==> config.mk <==
export PLATFORM = sky130hd
export DESIGN_NAME = supply_reset_supervisor
export DESIGN_NICKNAME = d
export VERILOG_FILES = /design/src/supervisor_pkg.sv /design/src/supply_reset_supervisor.sv
export SDC_FILE = /design/constraint.sdc
export NUM_CORES = 1
export LEC_CHECK = 0
export BUFFER_PORTS_ARGS = -buffer_cell sky130_fd_sc_hd__buf_4
export CORE_MARGIN = 2
export CORE_UTILIZATION = 40
export CTS_BUF_LIST = sky130_fd_sc_hd__clkbuf_16
export DETAILED_ROUTE_END_ITERATION = 10
export HOLD_SLACK_MARGIN = 0.05
export PLACE_DENSITY_LB_ADDON = 0.2
export RECOVER_POWER = 50
export SETUP_SLACK_MARGIN = 0.1
export SYNTH_ARGS = -nofsm -noshare
export SYNTH_HDL_FRONTEND = slang
export SYNTH_SLANG_ARGS = --single-unit
==> constraint.sdc <==
create_clock -name clk_sys -period 2.4 [get_ports clk_sys]
set_input_delay 0.72 -clock clk_sys [delete_from_list [all_inputs] [get_ports clk_sys]]
set_output_delay 0.72 -clock clk_sys [all_outputs]
set_load 0.02 [all_outputs]
==> src/supervisor_pkg.sv <==
// Purpose: Constants and types shared by the supply reset supervisor.
// Assumes: 100 MHz system clock; timeout figures counted in 1 ms ticks.
// Notes:   Timeout table entries are parameters of the top module.
// Functional notes
// - Serial data receiver always on, open-drain drive
// - Fail output high above trip, low below
// - Monitor B fail output has no delay
// - Reset asserts high while supply is bad
// - Power-up reset held for full timeout
// - Two select bits choose the timeout
// - Timeout 50 to 300 ms, then release
// - Brown-out reset held until supply good plus timeout
// - Manual reset forces reset output high
// - Each fail output captured in status bit
// - Status bits stay set after alarm clears
// - Master reads status over two-wire port
// - After manual reset, hold for full timeout
package supervisor_pkg;

    localparam int          CLK_PERIOD_NS = 10;
    localparam int          TICK_NS       = 1000000;
    localparam int          TICK_CYCLES   = (TICK_NS + CLK_PERIOD_NS - 1) / CLK_PERIOD_NS;
    localparam int          TICK_WIDTH    = 24;
    localparam int          MS_WIDTH      = 9;

    localparam logic [8:0]  TIMEOUT_MS_0  = 9'h032;
    localparam logic [8:0]  TIMEOUT_MS_1  = 9'h064;
    localparam logic [8:0]  TIMEOUT_MS_2  = 9'h0C8;
    localparam logic [8:0]  TIMEOUT_MS_3  = 9'h12C;

    // Device type 1010, register select 010, read bit 1
    localparam logic [7:0]  STATUS_READ_ADDR = 8'hA5;
    localparam int          STATUS_FAIL_A    = 0;
    localparam int          STATUS_FAIL_B    = 1;
    localparam logic [3:0]  BITS_PER_BYTE    = 4'h8;

    typedef struct packed {
        logic failB;
        logic failA;
    } status_s;

    localparam status_s     STATUS_RESET = '{failB: 1'b0, failA: 1'b0};

    typedef enum logic [2:0] {
        SER_IDLE = 3'b000,
        SER_ADDR = 3'b001,
        SER_LOAD = 3'b010,
        SER_SEND = 3'b011,
        SER_MACK = 3'b100
    } serial_state_e;

endpackage : supervisor_pkg

==> src/supply_reset_supervisor.sv <==
// Purpose: Supply supervisor: timed system reset, two auxiliary monitors with
//          sticky status, and a read-only two-wire status port.
// Assumes: All pin inputs but the timeout selects and statusClear are asynchronous; the serial master is slow
//          compared with clk_sys.
// Notes:   Fail and reset pins are given as logic levels; the board pull-ups
//          turn them into open-drain pins.
`timescale 1ns/100ps
module supply_reset_supervisor #(
    parameter int          TICK_CYCLES  = supervisor_pkg::TICK_CYCLES,
    parameter logic [8:0]  TIMEOUT_MS_0 = supervisor_pkg::TIMEOUT_MS_0,
    parameter logic [8:0]  TIMEOUT_MS_1 = supervisor_pkg::TIMEOUT_MS_1,
    parameter logic [8:0]  TIMEOUT_MS_2 = supervisor_pkg::TIMEOUT_MS_2,
    parameter logic [8:0]  TIMEOUT_MS_3 = supervisor_pkg::TIMEOUT_MS_3
) (
    input  wire logic                     clk_sys,
    input  wire logic                     rst,
    input  wire logic                     supplyGood,
    input  wire logic                     manualResetIn,
    input  wire logic                     auxMonitorAInput,
    input  wire logic                     auxMonitorBInput,
    input  wire logic                     timeoutSelectBit0,
    input  wire logic                     timeoutSelectBit1,
    input  wire logic                     statusClear,
    input  wire logic                     sclIn,
    input  wire logic                     sdaIn,
    output logic                          sdaOut,
    output logic                          sdaOe,
    output logic                          systemReset,
    output logic                          auxMonitorAFailOut,
    output logic                          auxMonitorBFailOut,
    output supervisor_pkg::status_s       controlStatusRegister
);
    import supervisor_pkg::*;

    // Two-flop synchronisers for every pin but the timeout selects and statusClear
    logic [5:0] pinMeta;
    logic [5:0] pinSync;
    logic       sclPrev;
    logic       sdaPrev;

    always_ff @(posedge clk_sys)
    begin
        if (rst)
        begin
            pinMeta <= 6'h00;
            pinSync <= 6'h00;
            sclPrev <= 1'b1;
            sdaPrev <= 1'b1;
        end
        else
        begin
            pinMeta <= {sdaIn, sclIn, auxMonitorBInput, auxMonitorAInput, manualResetIn, supplyGood};
            pinSync <= pinMeta;
            sclPrev <= pinSync[4];
            sdaPrev <= pinSync[5];
        end
    end

    logic goodSync;
    logic manualSync;
    logic auxASync;
    logic auxBSync;
    logic sclSync;
    logic sdaSync;

    always_comb
    begin
        goodSync   = pinSync[0];
        manualSync = pinSync[1];
        auxASync   = pinSync[2];
        auxBSync   = pinSync[3];
        sclSync    = pinSync[4];
        sdaSync    = pinSync[5];
    end

    // Reset timeout: 1 ms tick divider and millisecond counter
    logic [TICK_WIDTH-1:0] tickCount;
    logic [MS_WIDTH-1:0]   msCount;
    logic                  resetHold;
    logic [TICK_WIDTH-1:0] next_tickCount;
    logic [MS_WIDTH-1:0]   next_msCount;
    logic                  next_systemReset;
    logic [MS_WIDTH-1:0]   timeoutMs;
    logic                  tick;

    always_comb
    begin
        case ({timeoutSelectBit1, timeoutSelectBit0})
            2'b00:   timeoutMs = TIMEOUT_MS_0;
            2'b01:   timeoutMs = TIMEOUT_MS_1;
            2'b10:   timeoutMs = TIMEOUT_MS_2;
            2'b11:   timeoutMs = TIMEOUT_MS_3;
            default: timeoutMs = TIMEOUT_MS_3;
        endcase
        resetHold = !goodSync || manualSync;
        tick = (tickCount == TICK_WIDTH'(TICK_CYCLES - 1));
        next_tickCount   = tickCount;
        next_msCount     = msCount;
        next_systemReset = systemReset;
        if (resetHold)
        begin
            // Any new cause starts the wait over from zero
            next_tickCount   = '0;
            next_msCount     = '0;
            next_systemReset = 1'b1;
        end
        else if (systemReset)
        begin
            next_tickCount = tick ? '0 : tickCount + 1'b1;
            if (tick)
            begin
                next_msCount = msCount + 1'b1;
            end
            // Compare with >= so a select change mid-wait cannot stall release
            if (tick && (msCount + 1'b1 >= timeoutMs))
            begin
                next_systemReset = 1'b0;
            end
        end
    end

    always_ff @(posedge clk_sys)
    begin
        if (rst)
        begin
            tickCount   <= '0;
            msCount     <= '0;
            systemReset <= 1'b1;
        end
        else
        begin
            tickCount   <= next_tickCount;
            msCount     <= next_msCount;
            systemReset <= next_systemReset;
        end
    end

    // Auxiliary monitors and sticky status
    status_s next_status;

    always_comb
    begin
        next_status = controlStatusRegister;
        if (statusClear)
        begin
            next_status = STATUS_RESET;
        end
        // Setting after the clear lets a same-cycle alarm win
        if (auxASync)
        begin
            next_status.failA = 1'b1;
        end
        if (auxBSync)
        begin
            next_status.failB = 1'b1;
        end
    end

    always_ff @(posedge clk_sys)
    begin
        if (rst)
        begin
            auxMonitorAFailOut    <= 1'b0;
            auxMonitorBFailOut    <= 1'b0;
            controlStatusRegister <= STATUS_RESET;
        end
        else
        begin
            auxMonitorAFailOut    <= auxASync;
            auxMonitorBFailOut    <= auxBSync;
            controlStatusRegister <= next_status;
        end
    end

    // Two-wire read-only status port, timed by the master clock
    serial_state_e state;
    serial_state_e next_state;
    logic [3:0]    bitCount;
    logic [7:0]    shiftReg;
    logic [3:0]    next_bitCount;
    logic [7:0]    next_shiftReg;
    logic          next_sdaOe;
    logic          sclRise;
    logic          sclFall;
    logic          startSeen;
    logic          stopSeen;

    always_comb
    begin
        sclRise   = sclSync && !sclPrev;
        sclFall   = !sclSync && sclPrev;
        startSeen = sclSync && sclPrev && sdaPrev && !sdaSync;
        stopSeen  = sclSync && sclPrev && !sdaPrev && sdaSync;
        next_state    = state;
        next_bitCount = bitCount;
        next_shiftReg = shiftReg;
        next_sdaOe    = sdaOe;
        if (startSeen)
        begin
            next_state    = SER_ADDR;
            next_bitCount = 4'h0;
            next_sdaOe    = 1'b0;
        end
        else if (stopSeen)
        begin
            next_state = SER_IDLE;
            next_sdaOe = 1'b0;
        end
        else
        begin
            case (state)
                SER_IDLE:
                begin
                    next_sdaOe = 1'b0;
                end
                SER_ADDR:
                begin
                    if (sclRise && bitCount != BITS_PER_BYTE)
                    begin
                        next_shiftReg = {shiftReg[6:0], sdaSync};
                        next_bitCount = bitCount + 1'b1;
                    end
                    else if (sclFall && bitCount == BITS_PER_BYTE)
                    begin
                        // Other addresses and writes are not acknowledged
                        if (shiftReg == STATUS_READ_ADDR)
                        begin
                            next_sdaOe = 1'b1;
                            next_state = SER_LOAD;
                        end
                        else
                        begin
                            next_state = SER_IDLE;
                        end
                    end
                end
                SER_LOAD:
                begin
                    if (sclFall)
                    begin
                        next_shiftReg = {6'h00, controlStatusRegister};
                        // The top bit must already stand on the pin during the first data clock
                        next_sdaOe    = !next_shiftReg[7];
                        next_bitCount = 4'h1;
                        next_state    = SER_SEND;
                    end
                end
                SER_SEND:
                begin
                    if (sclFall)
                    begin
                        if (bitCount == BITS_PER_BYTE)
                        begin
                            next_sdaOe = 1'b0;
                            next_state = SER_MACK;
                        end
                        else
                        begin
                            next_sdaOe    = !shiftReg[6];
                            next_shiftReg = {shiftReg[6:0], 1'b0};
                            next_bitCount = bitCount + 1'b1;
                        end
                    end
                end
                SER_MACK:
                begin
                    if (sclRise)
                    begin
                        next_state = sdaSync ? SER_IDLE : SER_LOAD;
                    end
                end
                default:
                begin
                    next_state = SER_IDLE;
                    next_sdaOe = 1'b0;
                end
            endcase
        end
    end

    always_ff @(posedge clk_sys)
    begin
        if (rst)
        begin
            state    <= SER_IDLE;
            bitCount <= 4'h0;
            shiftReg <= 8'h00;
            sdaOe    <= 1'b0;
            sdaOut   <= 1'b0;
        end
        else
        begin
            state    <= next_state;
            bitCount <= next_bitCount;
            shiftReg <= next_shiftReg;
            sdaOe    <= next_sdaOe;
            sdaOut   <= 1'b0;
        end
    end

endmodule : supply_reset_supervisor

==> results.py, run 1 <==
metrics = {
    "power": {
        "ir_drop_mv": 0.306,
        "p_seq_frac": 0.432,
        "p_int_mw": 2.12,
        "clockPowerShare": 0.514,
        "switching_share": 0.218,
        "p_per_area_nw_per_um2": 651,
        "power_frac_comb": 0.054,
        "p_leak_nw": 1.47,
        "total_power_mw": 2.71,
        "p_sw_mw": 0.590,
    },
    "setup_path": {
        "path_cells": "ha_2, nand3_1, or2_4, nor2_2, xor2_1, ha_1, nand3_2, nor2_1, a2111oi_2, a2bb2oi_1",
        "worstSetupStartpoint": "msCount[1]",
        "r2r_slack_ns": 0.27,
        "r2r-start": "msCount[1]",
        "cpPeakStageDelay_ns": 0.34,
        "cp.arrival_ns": 2.37,
        "end_kind": "register",
        "crit_required_ns": 2.65,
        "path_max_fanout": 3,
        "path_delay_family": "simple AND/OR/NAND/NOR gates",
        "cp_slowest_cell": "a2111oi_2",
        "path_buf_inv": 0,
        "start_kind": "register",
        "r2r_cells": 10,
        "worstSetupPathType": "register to register",
        "reg2reg_to": "systemReset",
    },
    "die": {
        "initial_utilization": 0.413,
        "die_w_um": 99.1,
        "die_y_um": 99.1,
        "rows": 34,
        "core_um2": 8760,
        "ios": 18,
        "dieArea_um2": 9820,
    },
    "placed_design": {
        "port-buffer-count": 16,
        "routabilityCongestion": 0.816,
        "dp_hpwl_um": 5300,
        "placed_cells": 526,
        "pre_cts_ws_ns": -0.0210,
        "dpl_cell_area_um2": 3850,
    },
    "clock_network": {
        "cts_root_buffer": "clkbuf_16",
        "cts.sinks": 68,
        "cts_buffers": 9,
        "clk_latency_ns": 0.32,
        "clk_pin_slew_ns": 0.06,
        "cts_tree": "built",
        "cts_buffer_depth": 2,
        "ctsHoldBuffers": 0,
        "h-tree-depth": 3,
    },
    "timing": {
        "setup_ws_ns": 0.273,
        "clock.fmax_ghz": 0.470,
        "hold_viol": 0,
        "hold_slack_ns": 0.435,
        "fin_crit_sh": 0.886,
        "slew_headroom": 0.409,
        "worst-slew-pin-transition_ns": 0.883,
        "skew_ns": 0.00751,
        "tns_ns": 0,
        "rsz0062_at_grt": "no",
        "setup_viol": 0,
        "slew_violations": 0,
        "min_period_ns": 2.13,
    },
    "yosys": {
        "synth_fp_nets": 443,
        "synth_top_family_by_area": "simple AND/OR/NAND/NOR gates",
        "synthFlopType": "dfxtp_1",
        "yosysUniqueCellTypes": 54,
        "yosysTopAreaCell": "dfxtp_1",
        "netlist_area_um2": 3620,
        "syn_avg_cell_area_um2": 8.74,
        "ys_seq_area_frac": 0.376,
        "ys_warn_count": 0,
        "yosys.area_share.simple": 0.289,
        "synthMuxAreaShare": 0.0256,
        "synthXorXnorAreaFrac": 0.0460,
        "synth_area_leaders": "dfxtp_1 38%, ha_1 6.2%, a21oi_1 3.6%",
        "syn_inst": 414,
        "ys_ff_latch": 68,
        "synth_edf_count": 0,
        "synth-compound-area-share": 0.150,
        "synthArstFlopShare": 0,
        "synth_adder_area_share": 0.0623,
        "synth_top_cell_area_share": 0.376,
    },
    "detailed_routing": {
        "drc": 0,
        "finalWirelength_um": 7530,
        "via_count": 2974,
        "postRouteAntennaNets": 0,
        "drtIter0Drc": 148,
        "post_drt_via_cell_ratio": 5.48,
        "dr.pass1.iters": 4,
        "wl_per_cell_um": 13.9,
    },
    "cells_and_area": {
        "stdcell_area_um2": 4160,
        "layout_commonest_cell": "dfxtp_1",
        "diodes": 0,
        "layout_common_cells": "66 x dfxtp_1, 29 x nand2_1, 26 x a21oi_1",
        "syn_to_final_growth_pct": 15.0,
        "final_cells": 543,
        "drive_above_1_share": 0.129,
        "nFillCells": 845,
        "nNetsFinal": 459,
        "final_util": 0.475,
    },
    "hold_path": {
        "min_to": "pinSync[4]",
        "hold_path_startpoint": "pinMeta[4]",
        "hold_class": "register to register",
        "holdPathStages": 1,
    },
    "global_routing": {
        "grt_pass1_vias": 2868,
        "grt_pass1_wl_um": 13500,
        "grt_overflow_total": 0,
        "grt_util_met3": 0.0372,
        "grt_max_degree": 27,
        "antenna_found_initial": 0,
        "track_usage": 0.165,
        "grt.busiest_layer": "met2",
        "use_met2": 0.266,
        "global_route.usage.met1": 0.226,
    },
    "outcome": {
        "status": "finished clean",
    },
    "job": {
        "cap_viol_max_count": 0,
    },
}
## sequential cells by signal, indices dropped and copies added, names as in the netlist
name	cells
sclPrev	1
controlStatusRegister	2
tickCount	24
pinMeta	6
shiftReg	8
systemReset	1
pinSync	6
msCount	9
auxMonitorAFailOut	1
sdaPrev	1
auxMonitorBFailOut	1
bitCount	4
sdaOe	1
state	3
## Yosys cell counts, types with 9 or more instances
library cell	instances
xor2_1	14
nor2_1	15
dfxtp_1	68
nand2b_1	12
nor3_1	19
nand3_1	20
a211oi_1	9
nand2_1	29
ha_1	18
o211ai_1	9
nor2b_1	18
inv_1	15
nand4_1	10
o21ai_0	9
a21oi_1	26
o31ai_1	9
clkbuf_1	13
## what timing repair did
action                                  in CTS  in global routing
setup buffers                                0                  1
endpoints found under the setup margin       1                  1
gates resized for setup                      1                  7
pin swaps                                    0                  6
## cells by family (layout without fill, tap and decap cells)
| family | after synthesis | count (layout) |
|---|---|---|
| and+or+nand+nor | 178 | 178 |
| AOI/OAI and AO/OA | 81 | 81 |
| DFF | 68 | 68 |
| buffers and inverters | 40 | 61 |
| xor gates and xnor gates | 19 | 19 |
| adders and majority gates | 18 | 18 |
| muxes | 9 | 9 |
| other | 1 | 1 |
## layer usage
metal | up-vias | wire, um
met5 | - | 0
met4 | 0 | 61
met3 | 6 | 259
met2 | 41 | 3470
met1 | 1376 | 3740
li1 | 1551 | -
## cell type report
type,count,area [um^2],share of cell area
multi-input combinational,306,2100,0.504
sequential,68,1360,0.328
clock buffer,9,225,0.0541
timing repair buffer,30,193,0.0463
tap,108,135,0.0325
clock inverter,7,92.6,0.0222
inverter,15,56.3,0.0135
## how the worst max path moves through the flow
stage,endpoint,slack [ns],depth (start not counted)
6_report,systemReset,0.27,10
5_1_grt,systemReset,0.06,10
4_1_cts,systemReset,0.11,10
3_5_place_dp,systemReset,-0.02,9
3_3_place_gp,systemReset,0.1,9
2_1_floorplan,systemReset,0.13,10
## power groups by stage
stage	Combinational (mW)	Sequential (mW)	Clock, mW
after floorplan	0.106	1.19	0
after global placement	0.145	1.19	0
after detailed placement	0.149	1.20	0
after CTS	0.150	1.17	1.43
after global routing	0.168	1.17	1.47
final	0.146	1.17	1.39
Note: power is estimated with default switching activity, not from simulation.
==> inputs of run 2 (changes only) <==
Settings changed: CORE_UTILIZATION 40 to 50.
==> run 2 against run 1 <==
Compared with the run above: core utilization increased by 11 points; clock-buffer cell count unchanged; register-to-register slack got worse by 0.05 ns; via count increased by 1.6%; sequential power about the same; critical path depth unchanged; clock power about the same; combinational power about the same; cell area increased by 0.27%; largest cell class unchanged.
==> results.py, run 2 (synthesis gave the netlist of run 1 again) <==
metrics = {
    "setup_path": {
        "worstSetupPathType": "register to register",
        "path_buf_inv": 0,
        "cp_slowest_cell": "a2111oi_2",
        "crit_required_ns": 2.65,
        "start_kind": "register",
        "cp.arrival_ns": 2.43,
        "path_common_cell": "nand3_2",
        "path_delay_family": "simple AND/OR/NAND/NOR gates",
        "path_max_fanout": 4,
        "path_cells": "ha_4, nand3_2, or2_4, nor2_4, xor2_1, ha_1, nand3_2, nor2_1, a2111oi_2, a2bb2oi_1",
        "end_kind": "register",
        "cpPeakStageDelay_ns": 0.39,
    },
    "global_routing": {
        "antenna_found_initial": 0,
        "grt_pass1_wl_um": 12800,
        "grt_max_degree": 27,
        "grt_pass1_vias": 2793,
        "grt_overflow_total": 0,
        "track_usage": 0.204,
    },
    "power": {
        "p_leak_nw": 1.47,
        "p_per_area_nw_per_um2": 649,
        "ir_drop_mv": 0.395,
    },
    "cells_and_area": {
        "drive_above_1_share": 0.136,
        "nNetsFinal": 459,
        "layout_common_cells": "66 x dfxtp_1, 29 x nand2_1, 26 x a21oi_1",
        "reg_top3": "tickCount x24, msCount x9, shiftReg x8",
        "final_cells": 534,
        "syn_to_final_growth_pct": 15.4,
        "largest_register_ffs": 24,
        "diodes": 0,
        "layout_commonest_cell": "dfxtp_1",
        "regMostFlops": "tickCount",
    },
    "clock_network": {
        "clk_latency_ns": 0.32,
        "cts_root_buffer": "clkbuf_16",
        "cts_tree": "built",
        "clk_pin_slew_ns": 0.05,
        "cts.sinks": 68,
        "cts_buffers": 9,
        "ctsHoldBuffers": 0,
        "h-tree-depth": 3,
        "cts_buffer_depth": 2,
    },
    "timing": {
        "slew_headroom": 0.409,
        "skew_ns": 0.00449,
        "slew_violations": 0,
        "hold_viol": 0,
        "worst-slew-pin-transition_ns": 0.883,
        "fin_crit_sh": 0.906,
        "setup_viol": 0,
        "tns_ns": 0,
        "min_period_ns": 2.18,
        "rsz0062_at_grt": "no",
        "clock.fmax_ghz": 0.460,
    },
    "outcome": {
        "status": "finished clean",
    },
    "placed_design": {
        "dp_hpwl_um": 5020,
        "placed_cells": 518,
        "routabilityCongestion": 0.805,
        "port-buffer-count": 16,
    },
    "job": {
        "cap_viol_max_count": 0,
    },
    "detailed_routing": {
        "via_count": 3021,
        "post_drt_via_cell_ratio": 5.66,
        "drtIter0Drc": 199,
        "dr.pass1.iters": 4,
        "wl_per_cell_um": 14.1,
        "postRouteAntennaNets": 0,
        "finalWirelength_um": 7540,
        "drc": 0,
    },
    "die": {
        "die_y_um": 89.1,
        "die_w_um": 89.1,
        "ios": 18,
        "initial_utilization": 0.507,
        "core_um2": 7140,
        "rows": 31,
        "dieArea_um2": 7930,
    },
    "hold_path": {
        "hold_class": "register to register",
    },
}
-- run 2: cell counts in the layout (fill, tap and decap cells not counted) --
No cell type changed its count.
-- run 2: power by group --
part	total [mW]	switching, mW	internal, mW
combinational	0.144	0.0825	0.0619
sequential	1.17	0.0186	1.15
clock	1.40	0.490	0.905
-- run 2: metal layers --
layer,share of wire,track usage,wire length [um]
met1,0.48,0.263,3600
met4,0.0081,0.0651,61
met5,0,0,0
met3,0.027,0.0416,202
met2,0.49,0.343,3680
-- run 2: layout make-up --
type	count	area, um^2
Fill cell	639	2960
Multi-Input combinational cell	306	2120
Sequential cell	68	1360
Clock buffer	9	225
Timing Repair Buffer	30	193
Tap cell	99	124
Clock inverter	7	90.1
Inverter	15	56.3
-- run 2: stage by stage --
| stage | setup WS, ns | cell area, um^2 | hold WS, ns | power (mW) | util |
|---|---|---|---|---|---|
| after floorplan | 0.130 | 3620 | 0.414 | 1.30 | - |
| after global placement | 0.0776 | 3840 | 0.419 | 1.34 | 0.539 |
| after CTS | 0.111 | 4160 | 0.445 | 2.74 | 0.583 |
| after detailed placement | 0.00379 | 3840 | 0.429 | 1.34 | 0.539 |
| after global routing | 0.0591 | 4170 | 0.457 | 2.81 | 0.585 |
| final | 0.225 | 4170 | 0.441 | 2.71 | 0.585 |
-- run 2: worst paths after layout --
check                           slack [ns]     endpoint        from  cells after the start
worst min-delay path                  0.44   pinSync[3]  pinMeta[3]                      1
worst max register to register        0.22  systemReset  msCount[1]                     10
worst max-delay path                  0.22  systemReset  msCount[1]                     10
worst min register to register        0.44   pinSync[3]  pinMeta[3]                      1
-- run 2: timing repair --
item / in CTS / in global routing
buffers inserted: 0 / 0
setup endpoints to repair: 1 / 1
gates resized for setup: 1 / 11
pin swaps: 0 / 6
